File: src/core/vpsb_defs.svh
// constants of the voltage protection and status bank: limits, codes, bit positions
// assumes it is included by bare name from the package and the checker
// What this block does
// - hold negative limit, up to 1% over rated
// - hold positive limit, up to 1% over rated
// - queries return negative and positive limits separately
// - combined ceiling write sets both ceilings
// - ceiling query returns positive then negative
// - separate negative ceiling, stored and readable
// - separate positive ceiling, stored and readable
// - pending trigger voltage moves on trigger only
// - over model maximum posts error -222
// - over soft limit stores the limit instead
// - operation condition follows live state, unlatched
// - bit 8 const voltage, 10 const current
// - list, sample, transient and trigger wait bits
// - operation summary is OR of enabled events
// - operation mask written and read back unchanged
// - operation events latch, read returns and clears
// - preset loads masks 8193 and 255
// - questionable events latch bits 13, 12 only
// - questionable bits 0, 1 follow live conditions
// - questionable bits 14, 13, 12 meanings
// - questionable bits 6, 3, 1, 0 meanings
// - questionable summary is OR of enabled events
`ifndef VPSB_DEFS_SVH
`define VPSB_DEFS_SVH

// ----------------------------------------------------------------
// voltage scale, in output code units
// ----------------------------------------------------------------
`define VPSB_RATED_V 16'h2710
`define VPSB_PROT_MAX_V 16'h2774
`define VPSB_ERR_DATA_RANGE 16'hff22

// ----------------------------------------------------------------
// status bits and preset values
// ----------------------------------------------------------------
`define VPSB_OPER_USED 16'h5f60
`define VPSB_OPER_BIT_CV 8
`define VPSB_OPER_BIT_CC 10
`define VPSB_QUES_USED 16'h704b
`define VPSB_QUES_LATCH 16'h3000
`define VPSB_PRESET_OPER_MASK 16'h2001
`define VPSB_PRESET_QUES_MASK 16'h00ff
`define VPSB_SB_BIT_OPER 7
`define VPSB_SB_BIT_QUES 3

`endif

File: src/core/vpsb_pkg.sv
// types of the voltage protection and status bank
// assumes the defs header is on the include path
package vpsb_pkg;
`include "vpsb_defs.svh"

    // ----------------------------------------------------------------
    // decoded host commands and queries
    // ----------------------------------------------------------------
    typedef enum logic [4:0] {
        VPSB_CMD_PROT_NEG, VPSB_CMD_PROT_NEG_Q, VPSB_CMD_PROT_POS, VPSB_CMD_PROT_POS_Q,
        VPSB_CMD_PROT_BOTH, VPSB_CMD_CEIL_BOTH, VPSB_CMD_CEIL_BOTH_Q,
        VPSB_CMD_CEIL_NEG, VPSB_CMD_CEIL_NEG_Q, VPSB_CMD_CEIL_POS, VPSB_CMD_CEIL_POS_Q,
        VPSB_CMD_TRIG_VOLT, VPSB_CMD_TRIG_VOLT_Q, VPSB_CMD_TRIGGER,
        VPSB_CMD_OPER_COND_Q, VPSB_CMD_OPER_EVENT_Q, VPSB_CMD_OPER_MASK, VPSB_CMD_OPER_MASK_Q,
        VPSB_CMD_QUES_COND_Q, VPSB_CMD_QUES_EVENT_Q, VPSB_CMD_QUES_MASK, VPSB_CMD_QUES_MASK_Q,
        VPSB_CMD_PRESET
    } vpsb_cmd_t;

    // ----------------------------------------------------------------
    // whole state of the bank
    // ----------------------------------------------------------------
    typedef struct packed {
        logic [15:0] prot_neg;
        logic [15:0] prot_pos;
        logic [15:0] ceil_neg;
        logic [15:0] ceil_pos;
        logic [15:0] trig_pending;
        logic [15:0] setpoint;
        logic [15:0] oper_sync1;
        logic [15:0] oper_cond;
        logic [15:0] oper_prev;
        logic [15:0] oper_event;
        logic [15:0] oper_mask;
        logic [15:0] ques_sync1;
        logic [15:0] ques_cond;
        logic [15:0] ques_prev;
        logic [15:0] ques_event;
        logic [15:0] ques_mask;
        logic oper_summary;
        logic ques_summary;
        logic rsp_valid;
        logic [15:0] rsp_data;
        logic [15:0] rsp_data2;
        logic err_valid;
        logic [15:0] err_code;
    } vpsb_state_t;
endpackage

File: src/core/vpsb_bank.sv
// voltage protection limits, ceilings, trigger level and status groups
// assumes commands arrive already parsed, one per cycle, from the host front end;
// condition inputs come from the analog side and are treated as asynchronous
`timescale 1ns/1ps

module vpsb_bank
    import vpsb_pkg::*;
(
    input wire logic clock,
    input wire logic rst_n,
    input wire logic cmd_valid,
    input wire vpsb_cmd_t cmd_code,
    input wire logic [15:0] cmd_data,
    input wire logic [15:0] upper_soft_voltage_limit,
    input wire logic const_voltage_flag,
    input wire logic const_current_flag,
    input wire logic list_done_flag,
    input wire logic list_active_flag,
    input wire logic sample_done_flag,
    input wire logic transient_done_flag,
    input wire logic transient_primed_flag,
    input wire logic trigger_wait_flag,
    input wire logic absorbing_energy_flag,
    input wire logic current_fault_flag,
    input wire logic voltage_fault_flag,
    input wire logic follower_fault_flag,
    input wire logic thermal_fault_flag,
    input wire logic current_regulation_fault,
    input wire logic voltage_regulation_fault,
    output logic rsp_valid,
    output logic [15:0] rsp_data,
    output logic [15:0] rsp_data2,
    output logic err_valid,
    output logic [15:0] err_code,
    output logic [15:0] prot_neg_limit,
    output logic [15:0] prot_pos_limit,
    output logic [15:0] voltage_setpoint,
    output logic oper_summary,
    output logic ques_summary
);

    // ----------------------------------------------------------------
    // state and live condition vectors
    // ----------------------------------------------------------------
    vpsb_state_t s_q;
    vpsb_state_t s_d;
    logic [15:0] oper_raw;
    logic [15:0] ques_raw;
    logic [15:0] oper_rise;
    logic [15:0] ques_rise;

    // operation condition bits gathered at their positions
    always_comb begin
        oper_raw = 16'h0000;
        oper_raw[`VPSB_OPER_BIT_CV] = const_voltage_flag;
        oper_raw[`VPSB_OPER_BIT_CC] = const_current_flag;
        oper_raw[14] = list_active_flag;
        oper_raw[12] = list_done_flag;
        oper_raw[11] = sample_done_flag;
        oper_raw[9] = transient_done_flag;
        oper_raw[6] = transient_primed_flag;
        oper_raw[5] = trigger_wait_flag;
    end

    // questionable condition bits gathered at their positions
    always_comb begin
        ques_raw = 16'h0000;
        ques_raw[14] = absorbing_energy_flag;
        ques_raw[13] = current_fault_flag;
        ques_raw[12] = voltage_fault_flag;
        ques_raw[6] = follower_fault_flag;
        ques_raw[3] = thermal_fault_flag;
        ques_raw[1] = current_regulation_fault;
        ques_raw[0] = voltage_regulation_fault;
    end

    // rising edges seen on the synchronised copies only
    assign oper_rise = s_q.oper_cond & ~s_q.oper_prev;
    assign ques_rise = s_q.ques_cond & ~s_q.ques_prev & `VPSB_QUES_LATCH;

    // ----------------------------------------------------------------
    // helpers
    // ----------------------------------------------------------------
    // smaller of two magnitudes, used to keep a limit under its ceiling
    function automatic logic [15:0] vpsb_min(input logic [15:0] a, input logic [15:0] b);
        vpsb_min = (a < b) ? a : b;
    endfunction

    // ----------------------------------------------------------------
    // next state
    // ----------------------------------------------------------------
    // one pass per cycle: sync, latch events, then apply the command
    always_comb begin
        s_d = s_q;
        s_d.rsp_valid = 1'b0;
        s_d.err_valid = 1'b0;

        // two-stage sync; stage one feeds only stage two
        s_d.oper_sync1 = oper_raw & `VPSB_OPER_USED;
        s_d.oper_cond = s_q.oper_sync1;
        s_d.oper_prev = s_q.oper_cond;
        s_d.ques_sync1 = ques_raw & `VPSB_QUES_USED;
        s_d.ques_cond = s_q.ques_sync1;
        s_d.ques_prev = s_q.ques_cond;

        // new events latch every cycle; a read below clears all but an edge arriving now
        s_d.oper_event = s_q.oper_event | oper_rise;
        s_d.ques_event = s_q.ques_event | ques_rise;

        if (cmd_valid) begin
            unique case (cmd_code)
                // protection limits, kept under their ceilings
                VPSB_CMD_PROT_NEG: begin
                    if (cmd_data > `VPSB_PROT_MAX_V) begin
                        s_d.err_valid = 1'b1;
                        s_d.err_code = `VPSB_ERR_DATA_RANGE;
                    end else begin
                        s_d.prot_neg = vpsb_min(cmd_data, s_q.ceil_neg);
                    end
                end
                VPSB_CMD_PROT_POS: begin
                    if (cmd_data > `VPSB_PROT_MAX_V) begin
                        s_d.err_valid = 1'b1;
                        s_d.err_code = `VPSB_ERR_DATA_RANGE;
                    end else begin
                        s_d.prot_pos = vpsb_min(cmd_data, s_q.ceil_pos);
                    end
                end
                VPSB_CMD_PROT_BOTH: begin
                    if (cmd_data > `VPSB_PROT_MAX_V) begin
                        s_d.err_valid = 1'b1;
                        s_d.err_code = `VPSB_ERR_DATA_RANGE;
                    end else begin
                        // asymmetric ceilings reduce each side on its own
                        s_d.prot_neg = vpsb_min(cmd_data, s_q.ceil_neg);
                        s_d.prot_pos = vpsb_min(cmd_data, s_q.ceil_pos);
                    end
                end
                VPSB_CMD_PROT_NEG_Q: begin
                    s_d.rsp_valid = 1'b1;
                    s_d.rsp_data = s_q.prot_neg;
                    s_d.rsp_data2 = 16'h0000;
                end
                VPSB_CMD_PROT_POS_Q: begin
                    s_d.rsp_valid = 1'b1;
                    s_d.rsp_data = s_q.prot_pos;
                    s_d.rsp_data2 = 16'h0000;
                end

                // ceilings; a lowered ceiling pulls its limit down with it
                VPSB_CMD_CEIL_BOTH: begin
                    if (cmd_data > `VPSB_PROT_MAX_V) begin
                        s_d.err_valid = 1'b1;
                        s_d.err_code = `VPSB_ERR_DATA_RANGE;
                    end else begin
                        s_d.ceil_neg = cmd_data;
                        s_d.ceil_pos = cmd_data;
                        s_d.prot_neg = vpsb_min(s_q.prot_neg, cmd_data);
                        s_d.prot_pos = vpsb_min(s_q.prot_pos, cmd_data);
                    end
                end
                VPSB_CMD_CEIL_NEG: begin
                    if (cmd_data > `VPSB_PROT_MAX_V) begin
                        s_d.err_valid = 1'b1;
                        s_d.err_code = `VPSB_ERR_DATA_RANGE;
                    end else begin
                        s_d.ceil_neg = cmd_data;
                        s_d.prot_neg = vpsb_min(s_q.prot_neg, cmd_data);
                    end
                end
                VPSB_CMD_CEIL_POS: begin
                    if (cmd_data > `VPSB_PROT_MAX_V) begin
                        s_d.err_valid = 1'b1;
                        s_d.err_code = `VPSB_ERR_DATA_RANGE;
                    end else begin
                        s_d.ceil_pos = cmd_data;
                        s_d.prot_pos = vpsb_min(s_q.prot_pos, cmd_data);
                    end
                end
                VPSB_CMD_CEIL_BOTH_Q: begin
                    s_d.rsp_valid = 1'b1;
                    s_d.rsp_data = s_q.ceil_pos;
                    s_d.rsp_data2 = s_q.ceil_neg;
                end
                VPSB_CMD_CEIL_NEG_Q: begin
                    s_d.rsp_valid = 1'b1;
                    s_d.rsp_data = s_q.ceil_neg;
                    s_d.rsp_data2 = 16'h0000;
                end
                VPSB_CMD_CEIL_POS_Q: begin
                    s_d.rsp_valid = 1'b1;
                    s_d.rsp_data = s_q.ceil_pos;
                    s_d.rsp_data2 = 16'h0000;
                end

                // trigger level: range error first, then soft clamp
                VPSB_CMD_TRIG_VOLT: begin
                    if (cmd_data > `VPSB_RATED_V) begin
                        s_d.err_valid = 1'b1;
                        s_d.err_code = `VPSB_ERR_DATA_RANGE;
                    end else if (cmd_data > upper_soft_voltage_limit) begin
                        s_d.trig_pending = upper_soft_voltage_limit;
                    end else begin
                        s_d.trig_pending = cmd_data;
                    end
                end
                VPSB_CMD_TRIG_VOLT_Q: begin
                    s_d.rsp_valid = 1'b1;
                    s_d.rsp_data = s_q.trig_pending;
                    s_d.rsp_data2 = 16'h0000;
                end
                VPSB_CMD_TRIGGER: begin
                    s_d.setpoint = s_q.trig_pending;
                end

                // operation group
                VPSB_CMD_OPER_COND_Q: begin
                    s_d.rsp_valid = 1'b1;
                    s_d.rsp_data = s_q.oper_cond;
                    s_d.rsp_data2 = 16'h0000;
                end
                VPSB_CMD_OPER_EVENT_Q: begin
                    s_d.rsp_valid = 1'b1;
                    s_d.rsp_data = s_q.oper_event;
                    s_d.rsp_data2 = 16'h0000;
                    // clear, but an edge arriving now survives
                    s_d.oper_event = oper_rise;
                end
                VPSB_CMD_OPER_MASK: begin
                    s_d.oper_mask = cmd_data;
                end
                VPSB_CMD_OPER_MASK_Q: begin
                    s_d.rsp_valid = 1'b1;
                    s_d.rsp_data = s_q.oper_mask;
                    s_d.rsp_data2 = 16'h0000;
                end

                // questionable group
                VPSB_CMD_QUES_COND_Q: begin
                    s_d.rsp_valid = 1'b1;
                    s_d.rsp_data = s_q.ques_cond;
                    s_d.rsp_data2 = 16'h0000;
                end
                VPSB_CMD_QUES_EVENT_Q: begin
                    s_d.rsp_valid = 1'b1;
                    s_d.rsp_data = s_q.ques_event;
                    s_d.rsp_data2 = 16'h0000;
                    s_d.ques_event = ques_rise;
                end
                VPSB_CMD_QUES_MASK: begin
                    s_d.ques_mask = cmd_data;
                end
                VPSB_CMD_QUES_MASK_Q: begin
                    s_d.rsp_valid = 1'b1;
                    s_d.rsp_data = s_q.ques_mask;
                    s_d.rsp_data2 = 16'h0000;
                end

                // preset: fixed masks, operation events dropped
                VPSB_CMD_PRESET: begin
                    s_d.oper_mask = `VPSB_PRESET_OPER_MASK;
                    s_d.ques_mask = `VPSB_PRESET_QUES_MASK;
                    s_d.oper_event = oper_rise;
                end
                default: begin
                    s_d.rsp_valid = 1'b0;
                end
            endcase
        end

        // summaries follow the registered events and masks
        s_d.oper_summary = |(s_d.oper_event & s_d.oper_mask);
        s_d.ques_summary = |(s_d.ques_event & s_d.ques_mask);
    end

    // ----------------------------------------------------------------
    // state register
    // ----------------------------------------------------------------
    // limits and ceilings start at the top of the range; a power-up
    // value saved by the host is not modelled here
    always_ff @(posedge clock or negedge rst_n) begin
        if (!rst_n) begin
            s_q <= '0;
            s_q.prot_neg <= `VPSB_PROT_MAX_V;
            s_q.prot_pos <= `VPSB_PROT_MAX_V;
            s_q.ceil_neg <= `VPSB_PROT_MAX_V;
            s_q.ceil_pos <= `VPSB_PROT_MAX_V;
        end else begin
            s_q <= s_d;
        end
    end

    // ----------------------------------------------------------------
    // outputs, all straight from the state register
    // ----------------------------------------------------------------
    assign rsp_valid = s_q.rsp_valid;
    assign rsp_data = s_q.rsp_data;
    assign rsp_data2 = s_q.rsp_data2;
    assign err_valid = s_q.err_valid;
    assign err_code = s_q.err_code;
    assign prot_neg_limit = s_q.prot_neg;
    assign prot_pos_limit = s_q.prot_pos;
    assign voltage_setpoint = s_q.setpoint;
    assign oper_summary = s_q.oper_summary;
    assign ques_summary = s_q.ques_summary;

endmodule

File: config.mk
export PLATFORM = sky130hd
export DESIGN_NAME = vpsb_bank
export DESIGN_NICKNAME = d
export VERILOG_FILES = /design/src/core/vpsb_pkg.sv /design/src/core/vpsb_bank.sv
export VERILOG_INCLUDE_DIRS = /design/src /design/src/core
export SDC_FILE = /design/constraint.sdc
export NUM_CORES = 1
export LEC_CHECK = 0
export ABC_AREA = 1
export BUFFER_PORTS_ARGS = -buffer_cell sky130_fd_sc_hd__buf_4
export CAP_MARGIN = 20
export CORE_ASPECT_RATIO = 0.8
export CORE_MARGIN = 3
export CORE_UTILIZATION = 35
export CTS_BUF_LIST = sky130_fd_sc_hd__clkbuf_8
export CTS_CLUSTER_SIZE = 12
export DETAILED_ROUTE_END_ITERATION = 16
export PLACE_DENSITY = 0.6
export SLEW_MARGIN = 20
export SYNTH_ARGS = -nofsm -noshare
export SYNTH_HDL_FRONTEND = slang
export SYNTH_SLANG_ARGS = --single-unit
File: constraint.sdc
create_clock -name clock -period 6.1 [get_ports clock]
set_input_delay 1.22 -clock clock [delete_from_list [all_inputs] [get_ports clock]]
set_output_delay 1.22 -clock clock [all_outputs]
set_load 0.005 [all_outputs]
# Yosys cells after proc, flatten, opt, wreduce, memory -nomap -nowiden
# Index checks and enable logic that the tools add are counted.
[word_totals] ff_bits=256 inputBits=55 wordCells=117
[op_classes] n_bitwise=9 order_cmp=7 eq_ne=30 mux=28 n_reduce_logical=20
[op_table] operator="32-bit case mux with 12 select lines" count=1
[op_table] operator="16-bit 2-to-1 mux" count=12
[op_table] operator="16-bit case mux with 2 select lines" count=4
[op_table] operator="16-bit case mux with 4 select lines" count=2
[op_table] operator="32-bit 2-to-1 mux" count=3
[op_table] operator="16-bit < comparator" count=4
[op_table] operator="64-bit 2-to-1 mux" count=1
[op_table] operator="50-bit 2-to-1 mux" count=1
[op_table] operator="5-bit by 4-bit equality test with 1-bit output, second input constant" count=8
[op_table] operator="5-bit equality test, second input constant" count=7
[op_table] operator="17-bit 2-to-1 mux" count=2
[op_table] operator="17-bit case mux with 2 select lines" count=1
[op_table] operator="16-bit AND" count=2
[op_table] operator="16-bit by 14-bit greater-than comparator with 1-bit output, second input constant" count=2
[op_table] operator="16-bit OR reduction" count=2
[op_table] operator="5-bit by 3-bit equality test with 1-bit output, second input constant" count=4
[op_table] operator="15-bit by 16-bit AND with 16-bit output" count=1
[op_table] operator="16-bit greater-than comparator" count=1
[op_table] operator="15-bit inverter with 16-bit output" count=1
[op_table] operator="16-bit by 14-bit OR with 16-bit output" count=1
[op_table] operator="16-bit OR" count=1
[op_table] operator="14-bit AND" count=1
[op_table] operator="2-bit != test, second input constant" count=7
[op_table] operator="14-bit inverter" count=1
[op_table] operator="16 further kinds" count=24

# Longest topological paths before layout
[depth] word_depth=7 depth_mapped=15 mapped_depth_nobuf=14

# Worst setup path after synthesis
# No wires, ideal clock.
[synth_path] kind="in2reg" from="in upper_soft_voltage_limit[11]" to="reg s_q[232] (netlist name)" arrival_ns=2.630 slack_ns=3.353 path_stages=12 n_path_buf=1 path_cell_list="inv_1 > ha_1 > nand2_1 > inv_1 > nand3_1 > nor2_1 > nand3_1 > nand2_1 > clkbuf_1 > nand2_1 > nand3_1 > nand2_1"
[synth_between] elab_chain_len=2
[synth_lines] item="from (decl)" line="vpsb_bank.sv:14" source="input wire logic [15:0] upper_soft_voltage_limit,"
[synth_lines] item="16-bit greater-than comparator" line="vpsb_bank.sv:201" source="end else if (cmd_data > upper_soft_voltage_limit) begin"
[synth_lines] item="16-bit 2-to-1 mux" line="vpsb_bank.sv:201"
[synth_lines] item="to (decl)" line="vpsb_bank.sv:45" source="vpsb_state_t s_q;"
# Every way passes these cells.
# A chain may end at the register's enable or synchronous reset.

# Final worst setup path
[layout_path] from="in cmd_data[12]" to="reg s_q[264] (netlist name)"
[layout_between] elab_chain_len=3
[layout_lines] item="from (decl)" line="vpsb_bank.sv:13" source="input wire logic [15:0] cmd_data,"
[layout_lines] item="16-bit by 14-bit greater-than comparator with 1-bit output (no source line) (*)"
[layout_lines] item="2-bit != test (no source line)"
[layout_lines] item="4-bit AND reduction (no source line) (*)"
# Mark *: on every way between the ends. The rest lies on a longest branch, timed or not.

==> metrics.csv <==
metric,value,unit
status,"finished, final reports clean",
worstSetupEndpointType,register,
cts_buffers,42,
whs_path_depth,0,
place_congestion,0.9403,
clkTransAtPathRegs,60,ps
required,6560,ps
worstSetupPathType,in -> reg,
synth-seq-area-share,0.4448,
setup_viol,0,
critPathLaunchType,input pin,
hold_class,reg -> reg,
grtUsageTotal,0.2304,
die_h,181.2,um
design_area,0.01516,mm^2
synth_top_family_by_area,simple AND/OR/NAND/NOR gates,
async_flop_share,1.000,
multi_input_area,0.005759,mm^2
drt_first_pass_iters,6,
routed_via_density,5.185,
antenna_found_initial,0,
maxSlewViolCount,0,
grt_pass1_wl,70.60,mm
synth_area,0.01342,mm^2
num_antenna_cells,0,
r2r-start,s_q[249],
rsz0062_at_grt,no,
rows,63,
register_area,0.005971,mm^2
critPathArrivalTime,3880,ps
detail_route.drc_violations,0,
clock-sinks,237,
placed_cell_area,0.01429,mm^2
grt_max_degree,137,
finalCritPeriodShare,0.5603,
synth_compound_area_frac,0.07457,
grt_pass1_vias,11280,
htreeDepth,2,
root_buffer,clkbuf_8,
cts_resized,0,
fillCellCount,3816,
coreArea,0.03744,mm^2
num_vias,11970,
slew_headroom,0.3058,
io_pins,155,
yosysWarnings,0,
ys_ff_latch,237,
synthMuxAreaShare,0.003356,
synth-simple-area-share,0.2782,
route.antenna.remaining_nets,0,
synth_edf_count,0,
die-area,0.04075,mm^2
final_nets,1919,
drtIter0Drc,1501,
ff2ff_setup_slack,3300,ps
syn_to_final_growth,12.92,%
synth_area_per_cell,7.768,um^2
port_buffers,148,
final-hold-violation-count,0,
wl_per_cell,20.62,um
fmax,0.2926,GHz
fin_crit,3418,ps
synth_cell_types,37,
whs_endpoint,s_d[97],
p_leak,0.007947,uW
synthCells,1728,
rr_worst_depth,12,
setup_tns,0,ps
cts_hold_buf,0,
synth_fa_ha_area_frac,0.07084,
maxCapViolCount,0,
initial_utilization,0.3585,
p_per_area,286.6,mW/mm^2
dpl.hpwl,35.36,mm
cts_max_path_buffers,3,
hp-start,s_d[113],
post_cts_buffers,0,
cts_tree,done,
clkLatencyLatePin,570,ps
ys.flop_type,dfrtp_1,
wl,47.60,mm
drive_gt1_frac,0.1587,
die_w,225.0,um
synthXorXnorAreaFrac,0,
worst_pin_slew,1037,ps
timing.rr.end,prot_pos_limit[11],
irDropWorstVdd,0.0001434,V
overflow,0,
skew,28.62,ps
crit_fanout,30,
flip-flops by register name, summed over array words and instances, names as in the netlist, 16 cells and up:
signal / count
prot_neg_limit: 16
voltage_setpoint: 16
prot_pos_limit: 16
rsp_data2: 16
rsp_data: 16
s_q: 122
s_d: 30
where the power goes:
| group | switching (uW) | internal [uW] | total (uW) |
|---|---|---|---|
| Clock | 687 | 843 | 1530 |
| Sequential | 156 | 1790 | 1940 |
| Combinational | 550 | 322 | 872 |
cells in the mapped netlist (4+ instances only):
library cell / count / area share
ha_1: 76 / 0.071
dfrtp_1: 205 / 0.38
o21a_1: 5 / 0.0028
o21ai_1: 6 / 0.0022
nand3b_1: 6 / 0.0034
nand4_1: 22 / 0.010
o22ai_1: 16 / 0.0075
clkbuf_1: 27 / 0.0076
a21oi_1: 36 / 0.013
inv_1: 183 / 0.051
nor2_1: 100 / 0.028
nand3_1: 169 / 0.063
nand2_2: 5 / 0.0023
mux2_2: 4 / 0.0034
buf_2: 16 / 0.0060
nor3_4: 4 / 0.0048
inv_2: 13 / 0.0036
dfstp_2: 32 / 0.063
o211ai_1: 9 / 0.0050
nand2_1: 546 / 0.15
nor3_1: 16 / 0.0060
a22oi_1: 5 / 0.0028
buf_4: 99 / 0.055
clkinv_1: 5 / 0.0014
o21ai_0: 96 / 0.036
nor2_2: 6 / 0.0028
worst max-delay path by stage:
| stage | start | endpoint |
|---|---|---|
| final | cmd_data[12] | s_q[264] |
| after global routing | cmd_code[4] | rsp_data[13] |
| after CTS | cmd_code[4] | rsp_data[14] |
| after detailed placement | cmd_code[4] | rsp_data[8] |
| after global placement | cmd_code[4] | rsp_data[11] |
| after floorplan | upper_soft_voltage_limit[11] | s_q[232] |
critical path, cell delays in order:
cell and delay, ps:
buf_4 170, inv_2 280, nand3_1 120, nor2_1 220, nand4_1 120, nand2_1 400, nand3_1 830, o21ai_0 490
cells in the final DEF (no fill, tap or decap):
master        n
dfstp_2      32
clkinv_1      5
a31oi_1       3
mux2_2        4
nor2_2        7
nor3_4        4
inv_1       199
nand3_1     169
o22ai_1      16
buf_4       155
buf_12        1
a21oi_1      36
nand2_2       6
o21ai_1       6
nor2_1       99
a21boi_0      3
o21ai_0      96
dfrtp_1     205
clkinv_2      7
nand2_1     545
ha_1         76
o2111ai_1     2
nand3_2       1
a22oi_1       5
conb_1        6
nor4_1        2
buf_8         1
nand3b_1      6
bufinv_16     2
nand4_1      22
nor2_4        2
nor3_1       16
clkbuf_8     51
inv_2        13
nand2_4       2
clkinvlp_4    1
o221ai_1      1
o211ai_1      9
o21a_1        5
per-stage QoR:
stage               hold slack (ps)  std cells  total power, uW  setup WS (ps)    util
global placement              336.8       2231             2803           1871  0.3816
CTS                           343.5       2308             4372           2332  0.4047
global route                  354.1       2308             4585           2362  0.4048
detailed placement            334.7       2231             2822           1761  0.3817
floorplan                     331.2       1733             2472           3353       -
finish                        340.2       2308             4344           2682  0.4048
routing by layer:
layer  wire length, um  part of all wire  track usage
met5                 0                 0            0
met4              1837             0.039      0.08386
met3              5337              0.11      0.06465
met2             19440              0.41       0.3292
met1             20980              0.44       0.3315
cell families (layout without fill, tap and decap cells):
group	after synthesis	count (layout)
AO/OA/AOI/OAI	182	182
adder cells (fa/ha/maj)	76	76
buffers and inverters	347	435
flip-flops	237	237
multiplexers	4	4
other	1	6
AND/OR/NAND/NOR	881	881
final cells by class:
cell class / count / share of cell area
sequential: 237 / 0.3939
multi-input combinational: 1149 / 0.3800
timing repair buffer: 157 / 0.07908
inverter: 201 / 0.04978
clock buffer: 51 / 0.04631
tap: 487 / 0.04020
clock inverter: 26 / 0.01073
(Power assumes the default switching activity.)
